[src/swild_pkg.sv]
// package for the standby wake interrupt level detector
// assumes a single 10 MHz system clock and synchronous active-low reset
package swild_pkg;
   // ----------------------------------------------------------------------
   // active level field encodings
   // ----------------------------------------------------------------------
   localparam logic [1:0] SWILD_LVL_LOW  = 2'h0; // low level (pins only)
   localparam logic [1:0] SWILD_LVL_HIGH = 2'h1; // high level (pins only)
   localparam logic [1:0] SWILD_LVL_FALL = 2'h2; // falling edge
   localparam logic [1:0] SWILD_LVL_RISE = 2'h3; // rising edge
   localparam logic [1:0] SWILD_LVL_RST  = 2'h2; // reset value, falling edge
   // ----------------------------------------------------------------------
   // interrupt numbers of the direct lines and of the detected rtc request
   // ----------------------------------------------------------------------
   localparam int SWILD_IRQ_TIMER7 = 96;
   localparam int SWILD_IRQ_RTC    = 99;
   localparam int SWILD_IRQ_DMA_A  = 126;
   localparam int SWILD_IRQ_DMA_B  = 127;
   localparam int SWILD_IRQ_COUNT  = 128;
   // ----------------------------------------------------------------------
   // synchroniser depth for pin inputs
   // ----------------------------------------------------------------------
   localparam int SWILD_SYNC_STAGES = 3;
endpackage : swild_pkg

[src/swild_top.sv]
// standby wake interrupt level detector, top level
// assumes settings held by clock generator logic, pins are asynchronous
// Notes on behaviour
// - direct peripheral lines signal requests high
// - active level held per source in clock generator logic, taken in as an input
// - peripheral wake sources detected on edges
// - pin sources: high, low, rise, fall
// - wake needs enable and programmed level
// - detected request forwarded as high level
// - timer7 match, cmp1 and overflow share line 96
// - dma unit a error 126, unit b 127
// - clear drops latched request before enabling
`timescale 1ns/1ns
module swild_top
   import swild_pkg::*;
#(
   parameter int NUM_PERIPH = 2, // peripheral wake sources
   parameter int NUM_PIN    = 2  // external pin wake sources
) (
   // clock and reset
   input  wire logic                            core_clk_in,
   input  wire logic                            rstn_in,
   // per-source settings, peripherals then pins
   input  wire logic [NUM_PERIPH+NUM_PIN-1:0]   wake_irq_enable_in,
   input  wire logic [2*(NUM_PERIPH+NUM_PIN)-1:0] wake_active_level_in,
   input  wire logic [NUM_PERIPH+NUM_PIN-1:0]   wake_request_clear_in,
   // wake sources
   input  wire logic [NUM_PERIPH-1:0]           periph_wake_in,
   input  wire logic [NUM_PIN-1:0]              pin_wake_in,
   input  wire logic                            rtc_wake_irq_in,
   input  wire logic                            rtc_enable_in,
   input  wire logic [1:0]                      wake_mode_ctrl_d_in,
   input  wire logic                            rtc_clear_in,
   // direct peripheral lines
   input  wire logic                            timer7_match_in,
   input  wire logic                            timer7_cmp1_in,
   input  wire logic                            timer7_ovf_in,
   input  wire logic                            dma_unit_a_error_in,
   input  wire logic                            dma_unit_b_error_in,
   // toward cpu controller
   output logic [NUM_PERIPH+NUM_PIN-1:0]        wake_req_out,
   output logic                                 rtc_wake_irq_out,
   output logic [SWILD_IRQ_COUNT-1:0]           cpu_irq_out
);
   import swild_pkg::*;
   localparam int NSRC = NUM_PERIPH + NUM_PIN;
   initial begin
      if (NUM_PERIPH < 1 || NUM_PIN < 1) begin
         $error("need at least one peripheral and one pin source");
      end
   end
   // ----------------------------------------------------------------------
   // state: pin synchronisers and registered direct lines
   // ----------------------------------------------------------------------
   typedef struct packed {
      logic [NUM_PIN-1:0] s1;   // first sync stage, read by s2 only
      logic [NUM_PIN-1:0] s2;   // second stage
      logic [NUM_PIN-1:0] s3;   // third stage
      logic [NUM_PIN-1:0] pin;  // agreed pin level
      logic               t7;   // timer7 shared line
      logic               dma_a; // dma unit a error line
      logic               dma_b; // dma unit b error line
   } swild_top_st_t;
   swild_top_st_t st;       // registered
   swild_top_st_t next_st;  // next
   logic [NSRC-1:0] src;    // peripheral and pin wake sources, synchronous
   // a pin change counts only once stages two and three agree
   always_comb begin
      next_st     = st;
      next_st.s1  = pin_wake_in;
      next_st.s2  = st.s1;
      next_st.s3  = st.s2;
      for (int i = 0; i < NUM_PIN; i++) begin
         if (st.s2[i] == st.s3[i]) begin
            next_st.pin[i] = st.s3[i];
         end
      end
      next_st.t7    = timer7_match_in | timer7_cmp1_in
                    | timer7_ovf_in;
      next_st.dma_a = dma_unit_a_error_in;
      next_st.dma_b = dma_unit_b_error_in;
   end
   always_ff @(posedge core_clk_in) begin
      if (!rstn_in) begin
         st <= '0;
      end else begin
         st <= next_st;
      end
   end
   assign src = {st.pin, periph_wake_in};
   // ----------------------------------------------------------------------
   // one detector per source, level held per source outside this block
   // ----------------------------------------------------------------------
   genvar g;
   generate
      for (g = 0; g < NSRC; g++) begin : g_chan
         swild_chan #(.IS_PIN(g >= NUM_PERIPH)) u_chan (
            .core_clk_in          (core_clk_in),
            .rstn_in              (rstn_in),
            .wake_irq_enable_in   (wake_irq_enable_in[g]),
            .wake_active_level_in (wake_active_level_in[2*g+:2]),
            .clear_in             (wake_request_clear_in[g]),
            .src_in               (src[g]),
            .req_out              (wake_req_out[g])
         );
      end
   endgenerate
   // rtc source; software is expected to pick falling edge
   swild_chan #(.IS_PIN(1'b0)) u_rtc (
      .core_clk_in          (core_clk_in),
      .rstn_in              (rstn_in),
      .wake_irq_enable_in   (rtc_enable_in),
      .wake_active_level_in (wake_mode_ctrl_d_in),
      .clear_in             (rtc_clear_in),
      .src_in               (rtc_wake_irq_in),
      .req_out              (rtc_wake_irq_out)
   );
   // ----------------------------------------------------------------------
   // cpu vector: all high-active, cpu sees high as request
   // ----------------------------------------------------------------------
   always_comb begin
      cpu_irq_out                   = '0;
      cpu_irq_out[SWILD_IRQ_TIMER7] = st.t7;
      cpu_irq_out[SWILD_IRQ_RTC]    = rtc_wake_irq_out;
      cpu_irq_out[SWILD_IRQ_DMA_A]  = st.dma_a;
      cpu_irq_out[SWILD_IRQ_DMA_B]  = st.dma_b;
   end

   // ----------------------------------------------------------------------
   // checks: pin path, one set per pin
   // ----------------------------------------------------------------------
   // a pin level reaches a detector only after stages two and three agree,
   // so a one-cycle glitch in stage one can never raise a request
   for (g = 0; g < NUM_PIN; g++) begin : g_pin_chk

   end
endmodule : swild_top

[src/swild_chan.sv]
// one wake source: level/edge detector with a sticky pending latch
// assumes the input is already synchronous to core_clk_in
`timescale 1ns/1ns
module swild_chan
   import swild_pkg::*;
#(
   parameter bit IS_PIN = 1'b0 // pin sources allow level modes
) (
   // clock and reset
   input  wire logic       core_clk_in,
   input  wire logic       rstn_in,
   // settings
   input  wire logic       wake_irq_enable_in,
   input  wire logic [1:0] wake_active_level_in,
   input  wire logic       clear_in,
   // source and result
   input  wire logic       src_in,
   output logic            req_out
);
   import swild_pkg::*;
   // ----------------------------------------------------------------------
   // state
   // ----------------------------------------------------------------------
   typedef struct packed {
      logic prev;    // source one cycle ago
      logic pending; // latched request
   } swild_chan_st_t;
   swild_chan_st_t st;      // registered state
   swild_chan_st_t next_st; // next state
   logic           hit;     // detection this cycle
   // detection per active level; peripherals only use edges
   always_comb begin
      hit = 1'b0;
      case (wake_active_level_in)
         SWILD_LVL_RISE: hit = src_in & ~st.prev;
         SWILD_LVL_FALL: hit = ~src_in & st.prev;
         SWILD_LVL_HIGH: hit = IS_PIN & src_in;
         SWILD_LVL_LOW:  hit = IS_PIN & ~src_in;
         default:        hit = 1'b0;
      endcase
   end
   // next state: set beats clear so no event is lost
   always_comb begin
      next_st      = st;
      next_st.prev = src_in;
      if (clear_in) begin
         next_st.pending = 1'b0;
      end
      if (wake_irq_enable_in && hit) begin
         next_st.pending = 1'b1;
      end
   end
   always_ff @(posedge core_clk_in) begin
      if (!rstn_in) begin
         st <= '0;
      end else begin
         st <= next_st;
      end
   end
   // high level toward the cpu controller
   assign req_out = st.pending;
endmodule : swild_chan

[config.mk]
export PLATFORM = sky130hd
export DESIGN_NAME = swild_top
export DESIGN_NICKNAME = d
export VERILOG_FILES = /design/src/swild_pkg.sv /design/src/swild_top.sv /design/src/swild_chan.sv
export SDC_FILE = /design/constraint.sdc
export NUM_CORES = 1
export LEC_CHECK = 0
export BUFFER_PORTS_ARGS = -buffer_cell sky130_fd_sc_hd__buf_2
export CORE_ASPECT_RATIO = 0.75
export CORE_MARGIN = 8
export CORE_UTILIZATION = 34
export CTS_CLUSTER_DIAMETER = 30
export DETAILED_ROUTE_END_ITERATION = 16
export PLACE_DENSITY = 0.87
export SLEW_MARGIN = 20
export SYNTH_ARGS = -nofsm -noshare
export SYNTH_HDL_FRONTEND = slang
export SYNTH_SLANG_ARGS = --single-unit
export TNS_END_PERCENT = 5
[constraint.sdc]
create_clock -name core_clk_in -period 0.8 [get_ports core_clk_in]
set_input_delay 0.04 -clock core_clk_in [delete_from_list [all_inputs] [get_ports core_clk_in]]
set_output_delay 0.04 -clock core_clk_in [all_outputs]
set_load 0.05 [all_outputs]
## After elaboration in Yosys (flattened, before gate mapping)

Cells that the tools add are included.

| word-level totals | value |
|---|---|
| logic and storage cells | 90 |
| flip-flop bits (word level) | 21 |
| output and inout bits | 133 |

| cells by class | value |
|---|---|
| reduce and logical (&&, ||, !) cells | 18 |
| bitwise gates (word level) | 22 |
| eq/ne operators | 17 |
| multiplexer cells | 15 |

Operator list:

| operator | number |
|---|---|
| $eq A2 B2 Y1 const B | 10 |
| $and A1 B1 Y1 | 10 |
| $eq A2 B1 Y1 const B | 5 |
| $logic_not A2 Y1 | 5 |
| $mux W1 | 10 |
| $not A1 Y1 | 10 |
| $reduce_bool A2 Y1 | 5 |
| $pmux W1 S3 | 3 |
| $pmux W1 S4 | 2 |
| $reduce_or A2 Y1 | 3 |
| $logic_and A1 B1 Y1 | 5 |
| $eq A1 B1 Y1 | 2 |
| $or A1 B1 Y1 | 2 |

## Longest topological paths before layout

Gate-level depths: netlist of run 1.

| depth | value |
|---|---|
| depth after elaboration | 5 |
| mapped depth | 3 |
| gate-level depth less buffers | 3 |

## Modules after synthesis

From an unflattened synthesis of run 1, not the netlist that was laid out.

| unflattened totals | value |
|---|---|
| cell total of the unflattened synthesis | 203 |
| area total of the unflattened synthesis | 1710.4 µm² |

By module, submodules not included:

| module | area an instance (µm²) | instances | cells each | sequential area each (µm²) |
|---|---|---|---|---|
| swild_top | 1291.2 | 1 | 156 | 220.2 |
| swild_chan at g_chan[0].u_chan ... | 81.3 | 3 | 9 | 40.0 |
| swild_chan at g_chan[2].u_chan ... | 87.6 | 2 | 10 | 40.0 |

## Worst setup path after synthesis of run 1

No wires, ideal clock.

| timing path | value |
|---|---|
| path kind | register -> output |
| from | register u_rtc.st (netlist bit u_rtc.req_out) |
| to | output cpu_irq_out[99] |
| buffers on the path | 1 |
| data arrival time | 0.913 ns |
| setup slack | -0.153 ns |
| cell stages (with the launch flop) | 2 |
| data required time | 0.760 ns |
| cells stage by stage | dfxtp_1 > buf_4 |

RTL lines:

| item | line | source |
|---|---|---|
| start: declaration | swild_chan.sv:28 | `swild_chan_st_t st;` |
| start signal: assignment | swild_chan.sv:57 | `st <= next_st;` |
| end: declaration | swild_top.sv:43 | `output logic [SWILD_IRQ_COUNT-1:0] cpu_irq_out` |

No word-level cell between the ends.

## Worst setup path in the final report of run 1

| timing path | value |
|---|---|
| from | register u_rtc.st (netlist bit u_rtc.req_out) |
| to | output cpu_irq_out[99] |

No word-level cell between the ends.

==> summary.md, run 1 <==
| Metric | Value |
|---|---|
| Cts bufs inserted | 3 |
| Crit start category | flop |
| Inst Count DP | 299 |
| Final-report max-slew violation count | 0 |
| Yosys warning total | 0 |
| Cell area after synthesis | 1760 µm² |
| Crit-path cells | buf_8 |
| Vias per cell | between 3 and 4 |
| Initial core utilization | 0.357 |
| Post-route insts no fill | between 300 and 400 |
| Top cell family by delay on the critical path | flip-flops |
| Setup repair after global routing missed its margin | yes |
| Dominant combinational cell family by area after synthesis | buffers and inverters |
| Core Area | between 4000 and 5000 µm² |
| Number of nets in the layout | 283 |
| Number of top-level design ports | between 150 and 200 |
| Design Power | about 0.0034 W |
| Cell area power density | 1950 nW/µm² |
| Antenna violation net count after detailed routing | 0 |
| Clock tree from TritonCTS | done |
| Final-report setup violation count | 3 |
| Top post-synthesis cells by area | sky130_fd_sc_hd__buf_4, sky130_fd_sc_hd__dfxtp_1, sky130_fd_sc_hd__and2_1 |
| Total cell area at the placement stage | around 1500 µm² |
| Fillers | around 520 |
| Setup crit end kind | output pin |
| Yosys top cell area share | 0.564 |
| Number of cell rows | 22 |
| Critical path class | reg2out |
| Number of standard cells after synthesis | about 210 |
| Worst IR drop on VDD | roughly 0.9 mV |
| Final design area excluding fillers | 1750 µm² |
| Total congestion overflow | 0 |
| Worst path buffer plus inverter count | 1 |
| Adder-Cell Fraction of Synth Area | 0 |
| Routed Wire Length | 3540 µm |
| Initial antenna violation count | 0 |
| Hold WC Path Type | in2reg |
| Root buffer cell | sky130_fd_sc_hd__clkbuf_8 |
| Hpwl dp | ~3000 µm |
| Largest stage delay on the critical path | around 0.37 ns |
| Maximum number of pins on one net before global-route repair | 20 |
| Die Width | approximately 99 µm |
| Maximum buffer depth of the clock tree | 2 |
| Multiplexer share of the synthesized area | 0 |
| Number of iterations in the first detailed-routing pass | 3 |
| Synth Area in Simple Gates | 0.121 |
| Most common cell after layout, fill and taps aside | sky130_fd_sc_hd__conb_1 |
| Vias post-DR | between 1000 and 1500 |
| Ratio of cells with drive above 1 in the final layout | 0.276 |
| Arrival time worst endpoint | around 0.78 ns |
| ANT cells | 0 |
| Critical path fanouts, max | 3 |
| Leading area contributor after synthesis | sky130_fd_sc_hd__buf_4 |
| Sink Count | 21 |
| Final Skew | about 0.00046 ns |
| Violations in the final reports | setup timing |
| Via count of the first global-routing pass | about 1000 |
| Critical path's slowest cell | sky130_fd_sc_hd__dfxtp_4 |
| Worst slack after detailed placement | -0.0287 ns |
| Run status | finished, violations left |
| H-Tree Depth | 1 |
| Final routed wire length divided by cell count | 11.4 µm |
| Highest attainable clock frequency | 1.22 GHz |
| Avg Synthesized Cell Area | approximately 8.5 µm² |
| Fraction of the mapped netlist area in compound gates | 0.0612 |
| Total global routing track utilization | 0.0758 |
| Least setup slack across all paths after layout | -0.0191 ns |
| Die height | between 70 and 80 µm |
| Hold Fails Final Rpt | 0 |
| Clock transition time at the flip-flop clock pins of the worst setup and hold paths | around 0.070 ns |
| Leading cell types in the layout, fill and taps excluded | sky130_fd_sc_hd__conb_1, sky130_fd_sc_hd__buf_2, sky130_fd_sc_hd__dfxtp_2 |
| Final Critical Period | just over 0.8 ns |
| Worst endpoint required time | 0.76 ns |
| I/O Buffers | 40 |
| Number of design-rule violations left by the first detailed-router iteration | 27 |
| Die ar. | roughly 7800 µm² |
| Final period utilization | 1.02 |
| Area added between synthesis and finish | -0.285% |
| First-pass GRT wire length | roughly 5000 µm |
| Reported leakage power | 0.951 nW |
| Netlist cell types | 19 |
| Xor-xnor portion of the synthesized cell area | 0 |
| Proportion of synthesized chip area in sequential cells | 0.239 |
| Reported max-cap violation count | 0 |
| Remaining routing DRC violations | 0 |
| Storage element area | 442 µm² |
| Routability-driven placement congestion ratio | 0.692 |
| Clock latency on the worst-skew pair | 0.26 ns |
| Seq cells post-synth | 21 |
| Area occupied by multi-input gates | slightly above 800 µm² |
kinds of logic after synthesis:
logic type / Yosys count
DFF: 21
other: 1
AOI/OAI and AO/OA: 17
buffers and inverters: 134
and+or+nand+nor: 35
final timing paths:
path | start | to | slack, ns | depth (start not counted)
worst min-delay path | timer7_cmp1_in | cpu_irq_out[96]$_SDFF_PN0_ | 0.02 | 2
worst max register to register | u_rtc.st[1]$_SDFF_PN0_ | u_rtc.req_out$_SDFFE_PN0P_ | 0.02 | 3
worst min register to register | next_st[8]$_SDFF_PN0_ | next_st[6]$_SDFF_PN0_ | 0.44 | 1
worst max-delay path | u_rtc.req_out$_SDFFE_PN0P_ | cpu_irq_out[99] | -0.02 | 1
where the power goes:
group	switching, W	internal (W)
sequential	0.0000217	0.00108
clock	0.000335	0.000354
combinational	0.00144	0.000182
total	0.00180	0.00162
per-stage QoR:
stage                     TNS (ns)   util  hold slack (ns)
after detailed placement   -0.0315  0.307            0.254
after floorplan                  0      -            0.158
after global routing        -0.222  0.356        -0.000800
after CTS                  -0.0663  0.344          0.00699
after global placement           0  0.307            0.243
final                      -0.0547  0.356           0.0161
repair_timing:
item / CTS / global route
buffers inserted: 0 / 0
resized for setup: 34 / 17
pin swaps: 0 / 6
hold endpoints to repair: 5 / 2
endpoints found under the setup margin: 12 / 15
hold buffers: 5 / 2
routing by layer:
| metal | global-route usage | part of all wire | up-vias |
|---|---|---|---|
| li1 | - | - | 481 |
| met1 | 0.0605 | 0.31 | 448 |
| met2 | 0.152 | 0.55 | 73 |
| met3 | 0.0485 | 0.12 | 4 |
| met4 | 0.0137 | 0.013 | 0 |
| met5 | 0 | 0 | - |
Yosys cell counts, drive strengths merged:
cell and count:
and2 13, o31a 1, nand3 3, a21boi 4, a21oi 3, dfxtp 21
and3b 3, buf 134, nor2 5, conb 1, nand2 4, o21ai 7
nand2b 2, a22oi 2, nand3b 5
worst register-to-register path, cell delays in order (launching register included):
cell	delay, ns
sky130_fd_sc_hd__dfxtp_2	0.33
sky130_fd_sc_hd__and3b_1	0.18
sky130_fd_sc_hd__a21oi_2	0.10
sky130_fd_sc_hd__o21ai_1	0.06
final cells by class:
class                   instances  area share
clock buffers                   4      0.0257
multi-input cells             176       0.460
flip-flops and latches         21       0.252
well taps                      60      0.0428
repair buffers                 49       0.219
sequential cells by signal, summed over array words and instances (netlist names):
register and cells:
u_rtc.st 1, src 2, next_st 4, st 2, u_rtc.req_out 1, g_chan.u_chan.st 4
cpu_irq_out 3, g_chan.u_chan.req_out 4
Power figures use the tool's default switching activity.
==> run 2: changes to the inputs <==
Settings changed: CORE_MARGIN 8 to 5.
==> run 2 against run 1 <==
  * The flow still finishes with violations (setup timing)
  * Worst setup slack got worse by 0.0029 ns
  * Routed wire length fell by 15%
  * Critical path depth did not move
  * Clock skew rose by 0.0073 ns
  * Sequential cell count did not move
  * Utilization fell by 1.2 points
  * Worst hold slack got worse by 0.0032 ns
  * Sequential power barely moved
  * Count of clock-buffer cells in the layout did not move
  * Fmax fell by 0.35%
==> summary.md, run 2 (synthesized netlist as in run 1, its figures left out) <==
| Metric | Value |
|---|---|
| Run status | finished, violations left (unchanged) |
| Violations in the final reports | setup timing (unchanged) |
| Via count of the first global-routing pass | 833 (was 1010) |
| Die Width | 93.0 µm (was 99.0 µm) |
| Antenna violation net count after detailed routing | 0 (unchanged) |
| Initial core utilization | 0.355 (was 0.357) |
| Maximum number of pins on one net before global-route repair | 27 (was 20) |
| Remaining routing DRC violations | 0 (unchanged) |
| Hold WC Path Type | in2reg (unchanged) |
| Most common cell after layout, fill and taps aside | sky130_fd_sc_hd__conb_1 (unchanged) |
| Leading cell types in the layout, fill and taps excluded | sky130_fd_sc_hd__conb_1, sky130_fd_sc_hd__buf_2, sky130_fd_sc_hd__dfxtp_2, sky130_fd_sc_hd__and2_1, sky130_fd_sc_hd__dfxtp_1 (was sky130_fd_sc_hd__conb_1, sky130_fd_sc_hd__buf_2, sky130_fd_sc_hd__dfxtp_2) |
| Cts bufs inserted | 3 (unchanged) |
| Number of design-rule violations left by the first detailed-router iteration | 23 (was 27) |
| Cell area power density | 1990 nW/µm² (was 1950 nW/µm²) |
| Area added between synthesis and finish | -3.13% (was -0.285%) |
| Clock power share | 0.202 (about the same) |
| Top cell family by delay on the critical path | flip-flops (unchanged) |
| Least setup slack across all paths after layout | -0.0220 ns (was -0.0191 ns) |
| Final-report max-slew violation count | 0 (unchanged) |
| ANT cells | 0 (unchanged) |
| Clock transition time at the flip-flop clock pins of the worst setup and hold paths | 0.08 ns (was 0.07 ns) |
| Core Area | 4950 µm² (was 4930 µm²) |
| Maximum buffer depth of the clock tree | 2 (unchanged) |
| Internal portion of total power | 0.00160 W (was 0.00162 W) |
| Worst path buffer plus inverter count | 1 (unchanged) |
| Final Critical Period | 0.822 ns (was 0.819 ns) |
| Setup repair after global routing missed its margin | yes (unchanged) |
| Worst IR drop on VDD | 0.624 mV (was 0.899 mV) |
| Final Skew | 0.00777 ns (was 0.000460 ns) |
| Critical path fanouts, max | 3 (unchanged) |
| I/O Buffers | 40 (unchanged) |
| Final setup TNS | -0.0505 ns (was -0.0547 ns) |
| Switching power of the nets | 0.00178 W (was 0.00180 W) |
| Critical path class | reg2out (unchanged) |
| Net switching fraction of the power | 0.526 (about the same) |
| Critical path's slowest cell | sky130_fd_sc_hd__dfxtp_4 (unchanged) |
| Clock tree from TritonCTS | done (unchanged) |
| Reported max-cap violation count | 0 (unchanged) |
| Ratio of cells with drive above 1 in the final layout | 0.275 (was 0.276) |
| Final-report setup violation count | 3 (unchanged) |
| Largest stage delay on the critical path | 0.38 ns (was 0.37 ns) |
| Worst slack after detailed placement | -0.0127 ns (was -0.0287 ns) |
| Worst endpoint required time | 0.76 ns (about the same) |
| Number of cell rows | 22 (unchanged) |
| Final design area excluding fillers | 1700 µm² (was 1750 µm²) |
| Design Power | 0.00338 W (was 0.00342 W) |
| Crit-path cells | buf_8 (unchanged) |
| Sequential share of power | 0.327 (was 0.323) |
| Total cell area at the placement stage | 1480 µm² (was 1510 µm²) |
| Arrival time worst endpoint | 0.78 ns (about the same) |
| Clock latency on the worst-skew pair | 0.26 ns (about the same) |
| Vias per cell | 3.16 (was 3.25) |
| Routability-driven placement congestion ratio | 0.638 (was 0.692) |
| Die ar. | 6720 µm² (was 7750 µm²) |
| Hold Fails Final Rpt | 0 (unchanged) |
| Crit start category | flop (unchanged) |
| Initial antenna violation count | 0 (unchanged) |
| Final routed wire length divided by cell count | 9.85 µm (was 11.4 µm) |
| Number of iterations in the first detailed-routing pass | 2 (was 3) |
| Total congestion overflow | 0 (unchanged) |
| Number of nets in the layout | 280 (was 283) |
| Combinational share of power | 0.470 (was 0.475) |
| Reported leakage power | 0.932 nW (was 0.951 nW) |
| Final core area utilization | 0.344 (was 0.356) |
| Hpwl dp | 2460 µm (was 3040 µm) |
| First-pass GRT wire length | 3710 µm (was 4860 µm) |
| Number of top-level design ports | 165 (unchanged) |
| Fillers | 528 (was 517) |
| Setup crit end kind | output pin (unchanged) |
| Final period utilization | 1.03 (was 1.02) |
| Vias post-DR | 971 (was 1006) |
| Sink Count | 21 (unchanged) |
| H-Tree Depth | 1 (unchanged) |
| Root buffer cell | sky130_fd_sc_hd__clkbuf_8 (unchanged) |
| Routed Wire Length | 3020 µm (was 3540 µm) |
| Highest attainable clock frequency | 1.22 GHz (about the same) |
| Die height | 72.3 µm (was 78.3 µm) |
| Total global routing track utilization | 0.0682 (was 0.0758) |
[run 2: area by class of cell]
cell class                 count  area [µm²]  share of cell area
sequential                    21         440               0.259
timing repair buffer          46         337               0.198
multi-input combinational    176         806               0.473
tap                           60        75.1              0.0441
clock buffer                   4        45.0              0.0265
[run 2: per-stage QoR]
step           hold WS, ns  std cells
6_report            0.0129        307
5_1_grt             0.0101        307
4_1_cts            0.00765        306
3_5_place_dp         0.254        297
3_3_place_gp         0.243        297
2_1_floorplan        0.158        331
[run 2: path summary, 6_finish.rpt]
check / from / to / slack (ns) / cells past startpoint
min reg2reg: next_st[8]$_SDFF_PN0_ / next_st[6]$_SDFF_PN0_ / 0.44 / 1
max: u_rtc.req_out$_SDFFE_PN0P_ / cpu_irq_out[99] / -0.02 / 1
max reg2reg: g_chan[0].u_chan.st[1]$_SDFF_PN0_ / g_chan[0].u_chan.req_out$_SDFFE_PN0P_ / 0.01 / 3
min: timer7_match_in / cpu_irq_out[96]$_SDFF_PN0_ / 0.01 / 2
[run 2: repair_timing]
item / 4_1_cts / 5_1_grt
hold endpoints to repair: 5 / 0
gates resized for setup: 32 / 16
buffers inserted: 0 / 1
endpoints found under the setup margin: 13 / 13
pin swaps: 1 / 4
hold buffers: 5 / 0
[run 2: power groups by stage]
| stage | clock network (W) | logic, W | registers (W) |
|---|---|---|---|
| floorplan | 0 | 0.00190 | 0.00112 |
| global placement | 0 | 0.00149 | 0.00112 |
| detailed placement | 0 | 0.00150 | 0.00112 |
| CTS | 0.000724 | 0.00155 | 0.00111 |
| global route | 0.000756 | 0.00165 | 0.00111 |
| finish | 0.000684 | 0.00159 | 0.00111 |
[run 2: layer usage]
layer,track usage,part of all wire
met5,0,0
met4,0.0114,0.0013
met3,0.0280,0.10
met2,0.136,0.60
met1,0.0665,0.30
==> run 3: changes to the inputs <==
Settings changed: CORE_MARGIN 5 to 2.
==> run 3 against run 2 <==
  * The flow still finishes with violations (setup timing)
  * Critical path depth unchanged
  * Worst setup slack worse by 0.0011 ns
  * Sequential share of layout area down 0.47 points
  * Die area down 14%
  * Routed wire length down 14%
  * Utilization up 1.0 points
  * Highest routed layer is now met3
==> summary.md, run 3 (synthesized netlist as in run 1, its figures left out) <==
| Metric | Value |
|---|---|
| Run status | finished, violations left (unchanged) |
| Violations in the final reports | setup timing (unchanged) |
| Final Skew | 0.000833 ns (was 0.00777 ns) |
| Post-route insts no fill | 308 (was 307) |
| Area occupied by multi-input gates | 818 µm² (was 806 µm²) |
| Via count of the first global-routing pass | 755 (was 833) |
| Setup crit end kind | output pin (unchanged) |
| Fillers | 527 (was 528) |
| Reported max-cap violation count | 0 (unchanged) |
| Hpwl dp | 2050 µm (was 2460 µm) |
| Number of design-rule violations left by the first detailed-router iteration | 15 (was 23) |
| Final Critical Period | 0.823 ns (was 0.822 ns) |
| Final-report setup violation count | 4 (was 3) |
| Total congestion overflow | 0 (unchanged) |
| Cts bufs inserted | 3 (unchanged) |
| Leading cell types in the layout, fill and taps excluded | sky130_fd_sc_hd__conb_1, sky130_fd_sc_hd__buf_2, sky130_fd_sc_hd__dfxtp_2, sky130_fd_sc_hd__and2_1 (was sky130_fd_sc_hd__conb_1, sky130_fd_sc_hd__buf_2, sky130_fd_sc_hd__dfxtp_2, sky130_fd_sc_hd__and2_1, sky130_fd_sc_hd__dfxtp_1) |
| Number of nets in the layout | 281 (was 280) |
| Antenna violation net count after detailed routing | 0 (unchanged) |
| Number of cell rows | 22 (unchanged) |
| Number of hold-repair buffers added at the cts stage | 6 (was 5) |
| Root buffer cell | sky130_fd_sc_hd__clkbuf_8 (unchanged) |
| Critical path fanouts, max | 3 (unchanged) |
| I/O Buffers | 40 (unchanged) |
| Total global routing track utilization | 0.0735 (was 0.0682) |
| Crit-path cells | buf_8 (unchanged) |
| Least setup slack across all paths after layout | -0.0232 ns (was -0.0220 ns) |
| Most common cell after layout, fill and taps aside | sky130_fd_sc_hd__conb_1 (unchanged) |
| Die Width | 87.0 µm (was 93.0 µm) |
| Largest stage delay on the critical path | 0.38 ns (about the same) |
| Ratio of cells with drive above 1 in the final layout | 0.286 (was 0.275) |
| Maximum number of pins on one net before global-route repair | 27 (unchanged) |
| Top cell family by delay on the critical path | flip-flops (unchanged) |
| Inst Count DP | 298 (was 297) |
| Cell area power density | 1950 nW/µm² (was 1990 nW/µm²) |
| Clock transition time at the flip-flop clock pins of the worst setup and hold paths | 0.08 ns (about the same) |
| Core Area | 4930 µm² (was 4950 µm²) |
| Vias per cell | 3.18 (was 3.16) |
| Final period utilization | 1.03 (about the same) |
| Reported leakage power | 0.943 nW (was 0.932 nW) |
| Routability-driven placement congestion ratio | 0.669 (was 0.638) |
| Initial core utilization | 0.357 (was 0.355) |
| Critical path's slowest cell | sky130_fd_sc_hd__dfxtp_4 (unchanged) |
| First-pass GRT wire length | 3290 µm (was 3710 µm) |
| Hold WC Path Type | in2reg (unchanged) |
| Number of top-level design ports | 165 (unchanged) |
| Die height | 66.3 µm (was 72.3 µm) |
| Final-report max-slew violation count | 0 (unchanged) |
| Worst endpoint required time | 0.76 ns (about the same) |
| Worst slack after detailed placement | -0.0374 ns (was -0.0127 ns) |
| Die ar. | 5770 µm² (was 6720 µm²) |
| Worst IR drop on VDD | 0.674 mV (was 0.624 mV) |
| Clock tree from TritonCTS | done (unchanged) |
| Setup repair after global routing missed its margin | yes (unchanged) |
| Routed Wire Length | 2610 µm (was 3020 µm) |
| Area added between synthesis and finish | -0.783% (was -3.13%) |
| Storage element area | 443 µm² (was 440 µm²) |
| Critical path class | reg2out (unchanged) |
| Arrival time worst endpoint | 0.78 ns (about the same) |
| Highest attainable clock frequency | 1.21 GHz (was 1.22 GHz) |
| Final routed wire length divided by cell count | 8.46 µm (was 9.85 µm) |
| Initial antenna violation count | 0 (unchanged) |
| Clock latency on the worst-skew pair | 0.26 ns (about the same) |
| ANT cells | 0 (unchanged) |
| Number of iterations in the first detailed-routing pass | 4 (was 2) |
| Maximum buffer depth of the clock tree | 2 (unchanged) |
| Vias post-DR | 978 (was 971) |
| Remaining routing DRC violations | 0 (unchanged) |
| Hold Fails Final Rpt | 0 (unchanged) |
| Sink Count | 21 (unchanged) |
| Crit start category | flop (unchanged) |
| H-Tree Depth | 1 (unchanged) |
| Worst path buffer plus inverter count | 1 (unchanged) |
==> run 3: changes by cell type in the layout (fill, tap and decap cells not counted), sizes merged <==
cell,before,now
dlygate4sd3,5,6
==> run 3: worst paths after layout <==
check | start | to | slack, ns | depth (start not counted)
worst min register to register | next_st[7]$_SDFF_PN0_ | next_st[5]$_SDFF_PN0_ | 0.44 | 1
worst max-delay path | u_rtc.req_out$_SDFFE_PN0P_ | rtc_wake_irq_out | -0.02 | 1
worst max register to register | u_rtc.st[1]$_SDFF_PN0_ | u_rtc.req_out$_SDFFE_PN0P_ | -0.02 | 3
worst min-delay path | timer7_cmp1_in | cpu_irq_out[96]$_SDFF_PN0_ | 0.003 | 2
==> run 3: through the flow <==
stage	TNS (ns)	total power, W	cell area (µm²)	hold WS [ns]	util
floorplan	0	0.00302	2220	0.158	-
global placement	0	0.00263	1500	0.243	0.305
detailed placement	-0.0792	0.00264	1500	0.252	0.305
CTS	-0.0824	0.00342	1700	-0.00168	0.344
global route	-0.354	0.00356	1740	-0.0101	0.354
finish	-0.0622	0.00340	1740	0.00313	0.354
==> run 3: repair_timing <==
action                     in CTS  in global routing
setup buffers                   0                  0
pin swaps                       2                  1
resized for setup              38                 16
hold endpoints to repair        5                  1
cloned                          0                  0
setup endpoints to repair      13                 15
==> run 3: power by group <==
group / switching (W) / leakage [nW] / internal, W
logic: 0.00142 / 0.742 / 0.000176
registers: 0.0000226 / 0.178 / 0.00108
clock network: 0.000342 / 0.0228 / 0.000354
==> run 3: cell type report <==
type | instances | area share
timing repair buffer | 47 | 0.208
clock buffer | 4 | 0.0258
multi-input combinational | 176 | 0.469
tap | 60 | 0.0430
sequential | 21 | 0.254
==> run 3: metal layers <==
metal | vias up | wire length (µm) | part of all wire | global-route usage
li1 | 477 | - | - | -
met1 | 437 | 892 | 0.34 | 0.0757
met2 | 64 | 1490 | 0.57 | 0.141
met3 | 0 | 225 | 0.086 | 0.0300
met4 | 0 | 0 | 0 | 0.0117
met5 | - | 0 | 0 | 0
